[src/pkg/ars_pkg.sv]
package ars_pkg;
    localparam int          ARS_RES_W   = 10;
    localparam int          ARS_CTRL_W  = 8;
    localparam int          ARS_SYNC_W  = 7;
    localparam int          ARS_IDX_CSN = 0;
    localparam int          ARS_IDX_RW  = 1;
    localparam int          ARS_IDX_SCK = 2;
    localparam int          ARS_IDX_DIN = 3;
    localparam int          ARS_IDX_DIO = 4;
    localparam int          ARS_IDX_CVN = 5;
    localparam int          ARS_IDX_TW  = 6;
    localparam logic [6:0]  ARS_SYNC_RST = 7'h23;
    localparam logic [7:0]  ARS_CTRL_RST = 8'h00;
    localparam logic [3:0]  ARS_BIT_RST  = 4'h0;

    typedef enum logic [3:0] {
        ARS_ST_IDLE  = 4'b0001,
        ARS_ST_READ  = 4'b0010,
        ARS_ST_WRITE = 4'b0100,
        ARS_ST_WDONE = 4'b1000
    } ars_state_t;
endpackage : ars_pkg

[src/rtl/ars_port.sv]
// Contract
// - five-wire: result out on dout, control in din
// - select rise with chip select low drives msb
// - later bits shift on falling serial clock
// - up to ten bits, msb first
// - five-wire: release dout on cs rise or select fall
// - write captures first eight rising edges only
// - three-wire: shared pin drives msb while select high
// - three-wire: shifting starts at second falling edge
// - three-wire: shared pin released on select fall
// - auto power-down on busy fall while start is low, up on start rise
module ars_port
    import ars_pkg::*;
(
    input  wire logic                  clk_i,
    input  wire logic                  nrst_i,
    input  wire logic                  three_wire_i,
    input  wire logic                  cs_n_i,
    input  wire logic                  rd_wr_i,
    input  wire logic                  sclk_i,
    input  wire logic                  din_i,
    input  wire logic                  dio_i,
    input  wire logic                  conversion_start_n_i,
    input  wire logic                  busy_i,
    input  wire logic [ARS_RES_W-1:0]  result_i,
    output logic                       dout_o,
    output logic                       dout_oe_o,
    output logic                       dio_o,
    output logic                       dio_oe_o,
    output logic [ARS_CTRL_W-1:0]      ctrl_byte_o,
    output logic                       ctrl_valid_o,
    output logic                       power_down_o
);
    // pin synchronisers and edge history
    logic [ARS_SYNC_W-1:0] s1_reg, s2_reg, s3_reg;
    logic                  busy_q_reg;

    always_ff @(posedge clk_i) begin
        if (!nrst_i) begin
            s1_reg     <= ARS_SYNC_RST;
            s2_reg     <= ARS_SYNC_RST;
            s3_reg     <= ARS_SYNC_RST;
            busy_q_reg <= 1'b0;
        end else begin
            s1_reg     <= {three_wire_i, conversion_start_n_i, dio_i, din_i, sclk_i, rd_wr_i,
                           cs_n_i};
            s2_reg     <= s1_reg;
            s3_reg     <= s2_reg;
            busy_q_reg <= busy_i;
        end
    end

    logic tw, cs_act, rw_rise, rw_fall, sck_rise, sck_fall, cs_rise, din_sel;
    logic cv_rise, busy_fall, start_rd, start_wr;

    always_comb begin
        tw        = s2_reg[ARS_IDX_TW];
        cs_act    = tw | ~s2_reg[ARS_IDX_CSN];
        rw_rise   = s2_reg[ARS_IDX_RW] & ~s3_reg[ARS_IDX_RW];
        rw_fall   = ~s2_reg[ARS_IDX_RW] & s3_reg[ARS_IDX_RW];
        sck_rise  = s2_reg[ARS_IDX_SCK] & ~s3_reg[ARS_IDX_SCK];
        sck_fall  = ~s2_reg[ARS_IDX_SCK] & s3_reg[ARS_IDX_SCK];
        cs_rise   = ~tw & s2_reg[ARS_IDX_CSN] & ~s3_reg[ARS_IDX_CSN];
        din_sel   = tw ? s2_reg[ARS_IDX_DIO] : s2_reg[ARS_IDX_DIN];
        cv_rise   = s2_reg[ARS_IDX_CVN] & ~s3_reg[ARS_IDX_CVN];
        busy_fall = busy_q_reg & ~busy_i;
        start_rd  = rw_rise & cs_act;
        start_wr  = rw_fall & cs_act;
    end

    // serial port state
    ars_state_t              st_reg, st_next;
    logic [ARS_RES_W-1:0]    sh_reg, sh_next;
    logic [3:0]              bits_reg, bits_next;
    logic                    skip_reg, skip_next;
    logic                    doe_reg, doe_next;
    logic                    ioe_reg, ioe_next;
    logic [ARS_CTRL_W-1:0]   wsh_reg, wsh_next;
    logic [2:0]              wcnt_reg, wcnt_next;
    logic [ARS_CTRL_W-1:0]   ctrl_reg, ctrl_next;
    logic                    cval_reg, cval_next;
    logic                    pd_reg, pd_next;

    always_comb begin
        st_next   = st_reg;
        sh_next   = sh_reg;
        bits_next = bits_reg;
        skip_next = skip_reg;
        doe_next  = doe_reg;
        ioe_next  = ioe_reg;
        wsh_next  = wsh_reg;
        wcnt_next = wcnt_reg;
        ctrl_next = ctrl_reg;
        cval_next = 1'b0;
        pd_next   = pd_reg;
        if (start_rd) begin
            st_next   = ARS_ST_READ;
            sh_next   = result_i;
            bits_next = ARS_BIT_RST;
            skip_next = tw;
            doe_next  = ~tw;
            ioe_next  = tw;
        end else begin
            case (st_reg)
                ARS_ST_IDLE: begin
                    if (start_wr) begin
                        st_next   = ARS_ST_WRITE;
                        wcnt_next = 3'h0;
                    end
                end
                ARS_ST_READ: begin
                    if (rw_fall | cs_rise) begin
                        doe_next = 1'b0;
                        ioe_next = 1'b0;
                        st_next  = start_wr ? ARS_ST_WRITE : ARS_ST_IDLE;
                        wcnt_next = 3'h0;
                    end else if (sck_fall & cs_act) begin
                        if (skip_reg) begin
                            skip_next = 1'b0;
                        end else if (bits_reg != 4'(ARS_RES_W - 1)) begin
                            sh_next   = {sh_reg[ARS_RES_W-2:0], 1'b0};
                            bits_next = bits_reg + 4'h1;
                        end
                    end
                end
                ARS_ST_WRITE: begin
                    if (sck_rise & cs_act) begin
                        wsh_next  = {wsh_reg[ARS_CTRL_W-2:0], din_sel};
                        wcnt_next = wcnt_reg + 3'h1;
                        if (wcnt_reg == 3'h7) begin
                            ctrl_next = {wsh_reg[ARS_CTRL_W-2:0], din_sel};
                            cval_next = 1'b1;
                            st_next   = ARS_ST_WDONE;
                        end
                    end
                end
                ARS_ST_WDONE: begin
                    st_next = ARS_ST_WDONE;
                end
                default: begin
                    st_next  = ARS_ST_IDLE;
                    doe_next = 1'b0;
                    ioe_next = 1'b0;
                end
            endcase
        end
        if (cv_rise) begin
            pd_next = 1'b0;
        end else if (busy_fall & ~s2_reg[ARS_IDX_CVN]) begin
            pd_next = 1'b1;
        end
    end

    always_ff @(posedge clk_i) begin
        if (!nrst_i) begin
            st_reg   <= ARS_ST_IDLE;
            sh_reg   <= '0;
            bits_reg <= ARS_BIT_RST;
            skip_reg <= 1'b0;
            doe_reg  <= 1'b0;
            ioe_reg  <= 1'b0;
            wsh_reg  <= ARS_CTRL_RST;
            wcnt_reg <= 3'h0;
            ctrl_reg <= ARS_CTRL_RST;
            cval_reg <= 1'b0;
            pd_reg   <= 1'b0;
        end else begin
            st_reg   <= st_next;
            sh_reg   <= sh_next;
            bits_reg <= bits_next;
            skip_reg <= skip_next;
            doe_reg  <= doe_next;
            ioe_reg  <= ioe_next;
            wsh_reg  <= wsh_next;
            wcnt_reg <= wcnt_next;
            ctrl_reg <= ctrl_next;
            cval_reg <= cval_next;
            pd_reg   <= pd_next;
        end
    end

    assign dout_o       = sh_reg[ARS_RES_W-1];
    assign dio_o        = sh_reg[ARS_RES_W-1];
    assign dout_oe_o    = doe_reg;
    assign dio_oe_o     = ioe_reg;
    assign ctrl_byte_o  = ctrl_reg;
    assign ctrl_valid_o = cval_reg;
    assign power_down_o = pd_reg;
endmodule : ars_port

[config.mk]
export PLATFORM = sky130hd
export DESIGN_NAME = ars_port
export DESIGN_NICKNAME = d
export VERILOG_FILES = /design/src/pkg/ars_pkg.sv /design/src/rtl/ars_port.sv
export SDC_FILE = /design/constraint.sdc
export NUM_CORES = 1
export LEC_CHECK = 0
export BUFFER_PORTS_ARGS = -buffer_cell sky130_fd_sc_hd__buf_4
export CAP_MARGIN = 20
export CORE_ASPECT_RATIO = 0.5
export CORE_MARGIN = 2
export CORE_UTILIZATION = 59
export CTS_BUF_LIST = sky130_fd_sc_hd__clkbuf_4 sky130_fd_sc_hd__clkbuf_8
export CTS_CLUSTER_DIAMETER = 60
export DETAILED_ROUTE_END_ITERATION = 12
export PLACE_DENSITY = 0.79
export SETUP_SLACK_MARGIN = 0.02
export SLEW_MARGIN = 20
export SYNTH_ARGS = -nofsm -noshare
export SYNTH_HDL_FRONTEND = slang
export SYNTH_SLANG_ARGS = --single-unit
[constraint.sdc]
create_clock -name clk_i -period 2.06 [get_ports clk_i]
set_input_delay 0.412 -clock clk_i [delete_from_list [all_inputs] [get_ports clk_i]]
set_output_delay 0.412 -clock clk_i [all_outputs]
set_load 0.02 [all_outputs]
==> results.yml, run 1 <==
drt:
  wl_per_cell_um: 12.95
  drtPass1Iterations: 4
  drc: 0
  vias: 1787
  routed_wl_um: 4363
  drt_iter0_drc: 85
  avgViaCountPerCell: 5.303
  ant_nets: 0
pwr:
  power_frac_clock: 0.428
  power.total_mw: 2.515
  p_seq_frac: 0.485
  power_leakage_nw: 1.174
  ir_drop_mv: 0.5749
  power_density_nw_per_um2: 854.9
  pwr-share-comb: 0.086
  netSwitchingFraction: 0.2484
  intPower_mw: 1.890
  p_switching_mw: 0.6246
cells_and_area:
  n_antenna_cell: 0
  final_nets: 302
  largest_reg_flops: 10
  nFillCells: 278
  final_cells: 337
  areaGrowthSynthToFinish_pct: 19.95
  seqCellArea_um2: 1201
  drive_gt1_frac: 0.2509
  multi_input_area_um2: 1144
floorplanning:
  initial_core_util: 0.6218
  die-area_um2: 4720
  rows: 16
  coreArea_um2: 3944
  dieWidth_um: 95.18
  fp.dieH_um: 49.59
  boundaryPins: 34
clock_tree:
  clk_path_buf_depth: 2
  clk_latency_ns: 0.34
  postCtsResizedCells: 0
  root_buffer: "clkbuf_8"
  post-cts-setup-buffers: 0
  cts_max_level: 3
  cts_made_buffers: 9
  tritoncts: "done"
  path_clk_slew_ns: 0.07
  cts_hold_buf: 0
  clock_sinks: 60
global_routing:
  grt_max_degree: 36
  grt_pass1_wl_um: 7686
  grt_pass1_vias: 1763
  grt-ovfl-total: 0
  track_usage: 0.2123
  antenna_found_initial: 0
logic_synthesis:
  netlist.area_leader.share: 0.4898
  syn_area_um2: 2452
  synthTopCellsByArea: "dfxtp_1 (49%), mux2i_1 (11%), nand2_1 (4.3%)"
  syn-num-nets: 267
  syn_avg_cell_area_um2: 10.09
  synth_top_cell_by_area: "dfxtp_1"
  synth-simple-area-share: 0.2122
  ys_warn_count: 0
  synthMuxAreaShare: 0.1153
  synth-xor-area-share: 0.01071
  synth_top_family_by_area: "simple AND/OR/NAND/NOR gates"
  ys_ff_latch: 60
  synth-compound-area-share: 0.1077
  yosysSeqAreaShare: 0.4898
  ys_types: 42
  syn_inst: 243
  synth_fa_ha_area_frac: 0.02041
sta:
  setup_viol: 0
  clock.fmax_ghz: 0.5341
  rsz0062_at_grt: "no"
  hold_viol: 0
  slew_viol_final: 0
  worst_pin_slew_ns: 0.4979
  max_slew_margin: 0.6653
  fin_crit_sh: 0.9089
  skew_ns: 0.008271
  fin_crit_ns: 1.872
  fin_tns_setup_ns: 0
critical_path:
  ff2ff_path_depth: 6
  worstSetupPathType: "flop to flop"
  cp.arrival_ns: 2.11
  reg2reg_slack_ns: 0.19
  r2r-start: "st_reg[1]"
  crit_fanout: 14
  start_kind: "flop"
  critPathCaptureType: "flop"
  timing.rr.end: "bits_reg[2]"
  crit_path_start: "st_reg[1]"
  crit_required_ns: 2.30
hold_path:
  worstHoldPathCells: 2
  min_path_type: "primary input to flop"
  hp-start: "rd_wr_i"
  whs_endpoint: "s1_reg[1]"
place:
  place_hpwl_um: 3026
  io_buffers: 33
  dp_cells: 321
  gp_congestion: 0.8054
status:
  status: "complete, no violations"
flow_run:
  drv_cap: 0
cell usage after synthesis, drive strengths merged:
library cell and n:
nand4 1, nand2 28, mux2i 26, o22ai 1
nand3 7, and2 11, o2111ai 1, xnor2 2
a21oi 16, inv 6, nor3b 1, buf 6
a31oi 1, a22oi 1, nand2b 12, xor2 1
mux2 2, dfxtp 60, and3 1, ha 4
a31o 2, o21ai 16, a211oi 2, clkbuf 8
nor2 13, nor3 3, o211ai 2, or3b 1
nor4b 3, nor2b 3, nor4 1, a311o 1
metrics by stage:
stage | hold WS (ns) | setup WS [ns] | utilization | area, um^2
finish | 0.2495 | 0.1878 | 0.7459 | 2942
global route | 0.2401 | 0.04005 | 0.7459 | 2942
CTS | 0.2464 | 0.2013 | 0.7459 | 2942
detailed placement | 0.3940 | 0.2101 | 0.6929 | 2733
global placement | 0.3947 | 0.2457 | 0.6929 | 2733
floorplan | 0.3863 | 0.3914 | - | 2452
power by group through the flow:
stage / combinational, mW / clock (mW) / sequential [mW]
final: 0.217 / 1.08 / 1.22
after detailed placement: 0.215 / 0 / 1.25
after global placement: 0.205 / 0 / 1.24
after floorplan: 0.172 / 0 / 1.23
after CTS: 0.216 / 1.09 / 1.22
after global routing: 0.239 / 1.15 / 1.22
cells by family (layout without fill, tap and decap cells):
group,Yosys count,in the layout
flops,60,60
buf+inv,20,60
fa+ha+maj,4,4
xor+xnor,3,3
compound gates,43,43
simple gates,85,85
mux,28,28
critical path, cell delays in order (launching register included):
cell,delay [ns]
dfxtp_1,0.55
nor4b_4,0.35
nand4_2,0.24
nor2_4,0.18
buf_12,0.16
a211oi_1,0.08
a31o_2,0.22
how the worst max path moves through the flow:
| stage | to | cells after the start |
|---|---|---|
| CTS | bits_reg[2] | 6 |
| detailed placement | bits_reg[2] | 6 |
| global route | wsh_reg[0] | 6 |
| finish | bits_reg[2] | 6 |
| global placement | bits_reg[2] | 6 |
| floorplan | sh_reg[3] | 7 |
metal layers:
layer,part of all wire,wire length [um],track usage,up-vias
met5,0,0,0,-
met4,0.017,74,0.07005,0
met3,0.070,304,0.08716,9
met2,0.46,2026,0.3462,61
met1,0.45,1958,0.2553,819
li1,-,-,-,898
placed cells by master, fill, tap and decap left out, drive strengths merged:
cell type,count
o21ai,16
nor3b,1
clkinv,1
o2111ai,1
dfxtp,60
and3,1
nand2b,12
nand2,28
nor3,3
mux2i,26
nor4,1
a31o,2
o211ai,2
clkbuf,10
nor4b,3
inv,8
clkinvlp,2
nor2b,3
xnor2,2
o22ai,1
nand4,1
nor2,13
buf,38
a21oi,16
nand3,7
or3b,1
mux2,2
and2,11
bufinv,1
a311o,1
a22oi,1
ha,4
a211oi,2
xor2,1
a31oi,1
final cells by class:
cell class              count  share of cell area
inverters                   6            0.007656
multi-input cells         163              0.3888
clock buffers              10             0.04679
well taps                  54             0.02297
flip-flops and latches     60              0.4083
repair buffers             38              0.1012
clock inverters             6             0.02425
No activity file was read; power rests on OpenSTA's default activity.
==> run 2, diff against run 1 <==
ABC_AREA = 1   (was unset)
PLACE_DENSITY = 0.78   (was 0.79)
==> run 2 against run 1 <==
  * Combinational power grew 49%
  * Sequential share of layout area shrank 1.8 points
  * Sequential power about the same
  * Wire length up 15%
  * Worst setup slack improved by 0.21 ns
  * Clock-buffer cell count up 1
  * Via count rose by 24%
  * Critical endpoint is now sh_reg[3]
  * Largest power group unchanged
==> results.yml, run 2 <==
logic_synthesis:
  syn-num-nets: 376
  synth-edff-count: 0
  ys_async_sr_fraction: 0
  synthFlopType: "dfxtp_1"
  yosysSeqAreaShare: 0.4528
  ys_types: 30
  ys_ff_latch: 60
  syn_area_um2: 2653
  synthTopCellsByArea: "dfxtp_1 (45%), nand2_1 (11%), nor2_1 (7.5%)"
  syn_inst: 352
  yosysMostFrequentCell: "nand2_1"
  ys_warn_count: 0
  synth_top_cell_by_area: "dfxtp_1"
  netlist.area_leader.share: 0.4528
  syn_avg_cell_area_um2: 7.536
  synthTopCellsByCount: "nand2_1 (79), dfxtp_1 (60), nor2_1 (53)"
drt:
  vias: 2219
  drtPass1Iterations: 4
  drc: 0
  ant_nets: 0
  wl_per_cell_um: 11.22
  drt_iter0_drc: 129
  avgViaCountPerCell: 4.953
  routed_wl_um: 5026
sta:
  hold_viol: 0
  setup_viol: 0
  clock.fmax_ghz: 0.6026
  skew_ns: 0.009394
  worst_pin_slew_ns: 0.3352
  rsz0062_at_grt: "no"
  fin_tns_setup_ns: 0
  max_slew_margin: 0.7766
  fin_crit_sh: 0.8055
  fin_crit_ns: 1.659
  layout_setup_ws_ns: 0.4006
  slew_viol_final: 0
critical_path:
  crit_required_ns: 2.30
  r2r-start: "s2_reg[6]"
  reg2reg_slack_ns: 0.40
  worstSetupPathType: "flop to flop"
  timing.rr.end: "sh_reg[3]"
  ff2ff_path_depth: 7
  crit_fanout: 24
  critPathCapture: "sh_reg[3]"
  critPathCaptureType: "flop"
  start_kind: "flop"
  crit_path_start: "s2_reg[6]"
  cp.arrival_ns: 1.90
floorplanning:
  dieWidth_um: 98.83
  initial_core_util: 0.6083
  rows: 17
  die-area_um2: 5081
  boundaryPins: 34
  coreArea_um2: 4360
  fp.dieH_um: 51.41
clock_tree:
  cts_max_level: 3
  cts_hold_buf: 0
  clock_sinks: 60
  clk_latency_ns: 0.34
  path_clk_slew_ns: 0.07
  tritoncts: "done"
  clk_path_buf_depth: 2
  postCtsResizedCells: 0
  root_buffer: "clkbuf_8"
  post-cts-setup-buffers: 0
  cts_made_buffers: 9
cells_and_area:
  drive_gt1_frac: 0.2174
  final_nets: 411
  largest_reg_flops: 10
  areaGrowthSynthToFinish_pct: 16.08
  finish.utilization: 0.7062
  n_antenna_cell: 0
  final_cell_mix: "nand2_1 (79), dfxtp_1 (60), nor2_1 (53)"
  nFillCells: 354
  mostFrequentLayoutCell: "nand2_1"
global_routing:
  grt_pass1_wl_um: 8314
  track_usage: 0.2147
  grt_pass1_vias: 1929
  antenna_found_initial: 0
  grt-ovfl-total: 0
  grt_max_degree: 32
pwr:
  power_leakage_nw: 1.584
  power_density_nw_per_um2: 813.5
  p_switching_mw: 0.6786
  p_seq_frac: 0.497
  power_frac_clock: 0.374
  ir_drop_mv: 0.5149
  pwr-share-comb: 0.129
  intPower_mw: 1.826
  netSwitchingFraction: 0.2709
place:
  io_buffers: 33
  place_ws_ns: 0.4242
  place_hpwl_um: 3635
  gp_congestion: 0.8352
flow_run:
  drv_cap: 0
status:
  status: "complete, no violations"
hold_path:
  min_path_type: "primary input to flop"
[run 2: changes by cell type after synthesis, moves of 6 or more]
cell and delta:
inv_1 +38, o21ai_0 +8, nand3_1 +21, nand3_2 +10
nand2b_1 -10, nor2_1 +42, or2_2 +8, nand2_1 +51
a21oi_1 -10, clkbuf_1 -6, mux2i_1 -26, and2_1 -11
[run 2: final cells by class]
| class | count | area (um^2) | area share |
|---|---|---|---|
| well taps | 57 | 71.32 | 0.02316 |
| flip-flops and latches | 60 | 1201 | 0.3901 |
| repair buffers | 34 | 255.2 | 0.08289 |
| clock buffers | 11 | 151.4 | 0.04917 |
| multi-input cells | 234 | 1194 | 0.3876 |
| clock inverters | 4 | 25.02 | 0.008127 |
| inverters | 48 | 181.4 | 0.05892 |
[run 2: routing by layer]
| layer | vias up | track usage | share of wire |
|---|---|---|---|
| met2 | 46 | 0.3570 | 0.45 |
| met3 | 10 | 0.06977 | 0.048 |
| met4 | 0 | 0.09817 | 0.017 |
| met1 | 995 | 0.2575 | 0.48 |
| met5 | - | 0 | 0 |
| li1 | 1168 | - | - |
[run 2: critical path: stages, from the launching register on]
cell     delay, ns
dfxtp_1       0.36
inv_2         0.08
nand2_4       0.09
nand3_4       0.27
a21oi_1       0.26
nand3_1       0.26
nor2_1        0.18
nor2_1        0.07
[run 2: power groups by stage]
stage | clock (mW) | combinational (mW) | sequential, mW
detailed placement | 0 | 0.320 | 1.27
CTS | 0.951 | 0.323 | 1.25
floorplan | 0 | 0.246 | 1.26
finish | 0.936 | 0.324 | 1.24
global route | 1.00 | 0.377 | 1.25
global placement | 0 | 0.310 | 1.27
[run 2: worst min path at each step]
stage / start / end / slack (ns) / cells after the start
global placement: s1_reg[2] / s2_reg[2] / 0.39 / 2
floorplan: s1_reg[2] / s2_reg[2] / 0.39 / 2
CTS: dio_i / s1_reg[4] / 0.24 / 3
detailed placement: s1_reg[1] / s2_reg[1] / 0.40 / 1
finish: dio_i / s1_reg[4] / 0.25 / 3
global route: conversion_start_n_i / s1_reg[5] / 0.24 / 2
[run 2: per-stage QoR]
step           instances  cell area (um^2)  power (mW)  hold slack [ns]
2_1_floorplan        352              2653       1.511           0.3905
3_5_place_dp         433              2903       1.592           0.3967
4_1_cts              448              3079       2.519           0.2399
3_3_place_gp         433              2903       1.580           0.3945
5_1_grt              448              3079       2.632           0.2408
6_report             448              3079       2.505           0.2537
[run 2: cell families after synthesis]
group	synth area share
and+or+nand+nor	0.3613
DFF	0.4528
AOI/OAI and AO/OA	0.06321
adders and majority gates	0.01887
xor gates and xnor gates	0.006605
buffers and inverters	0.09716
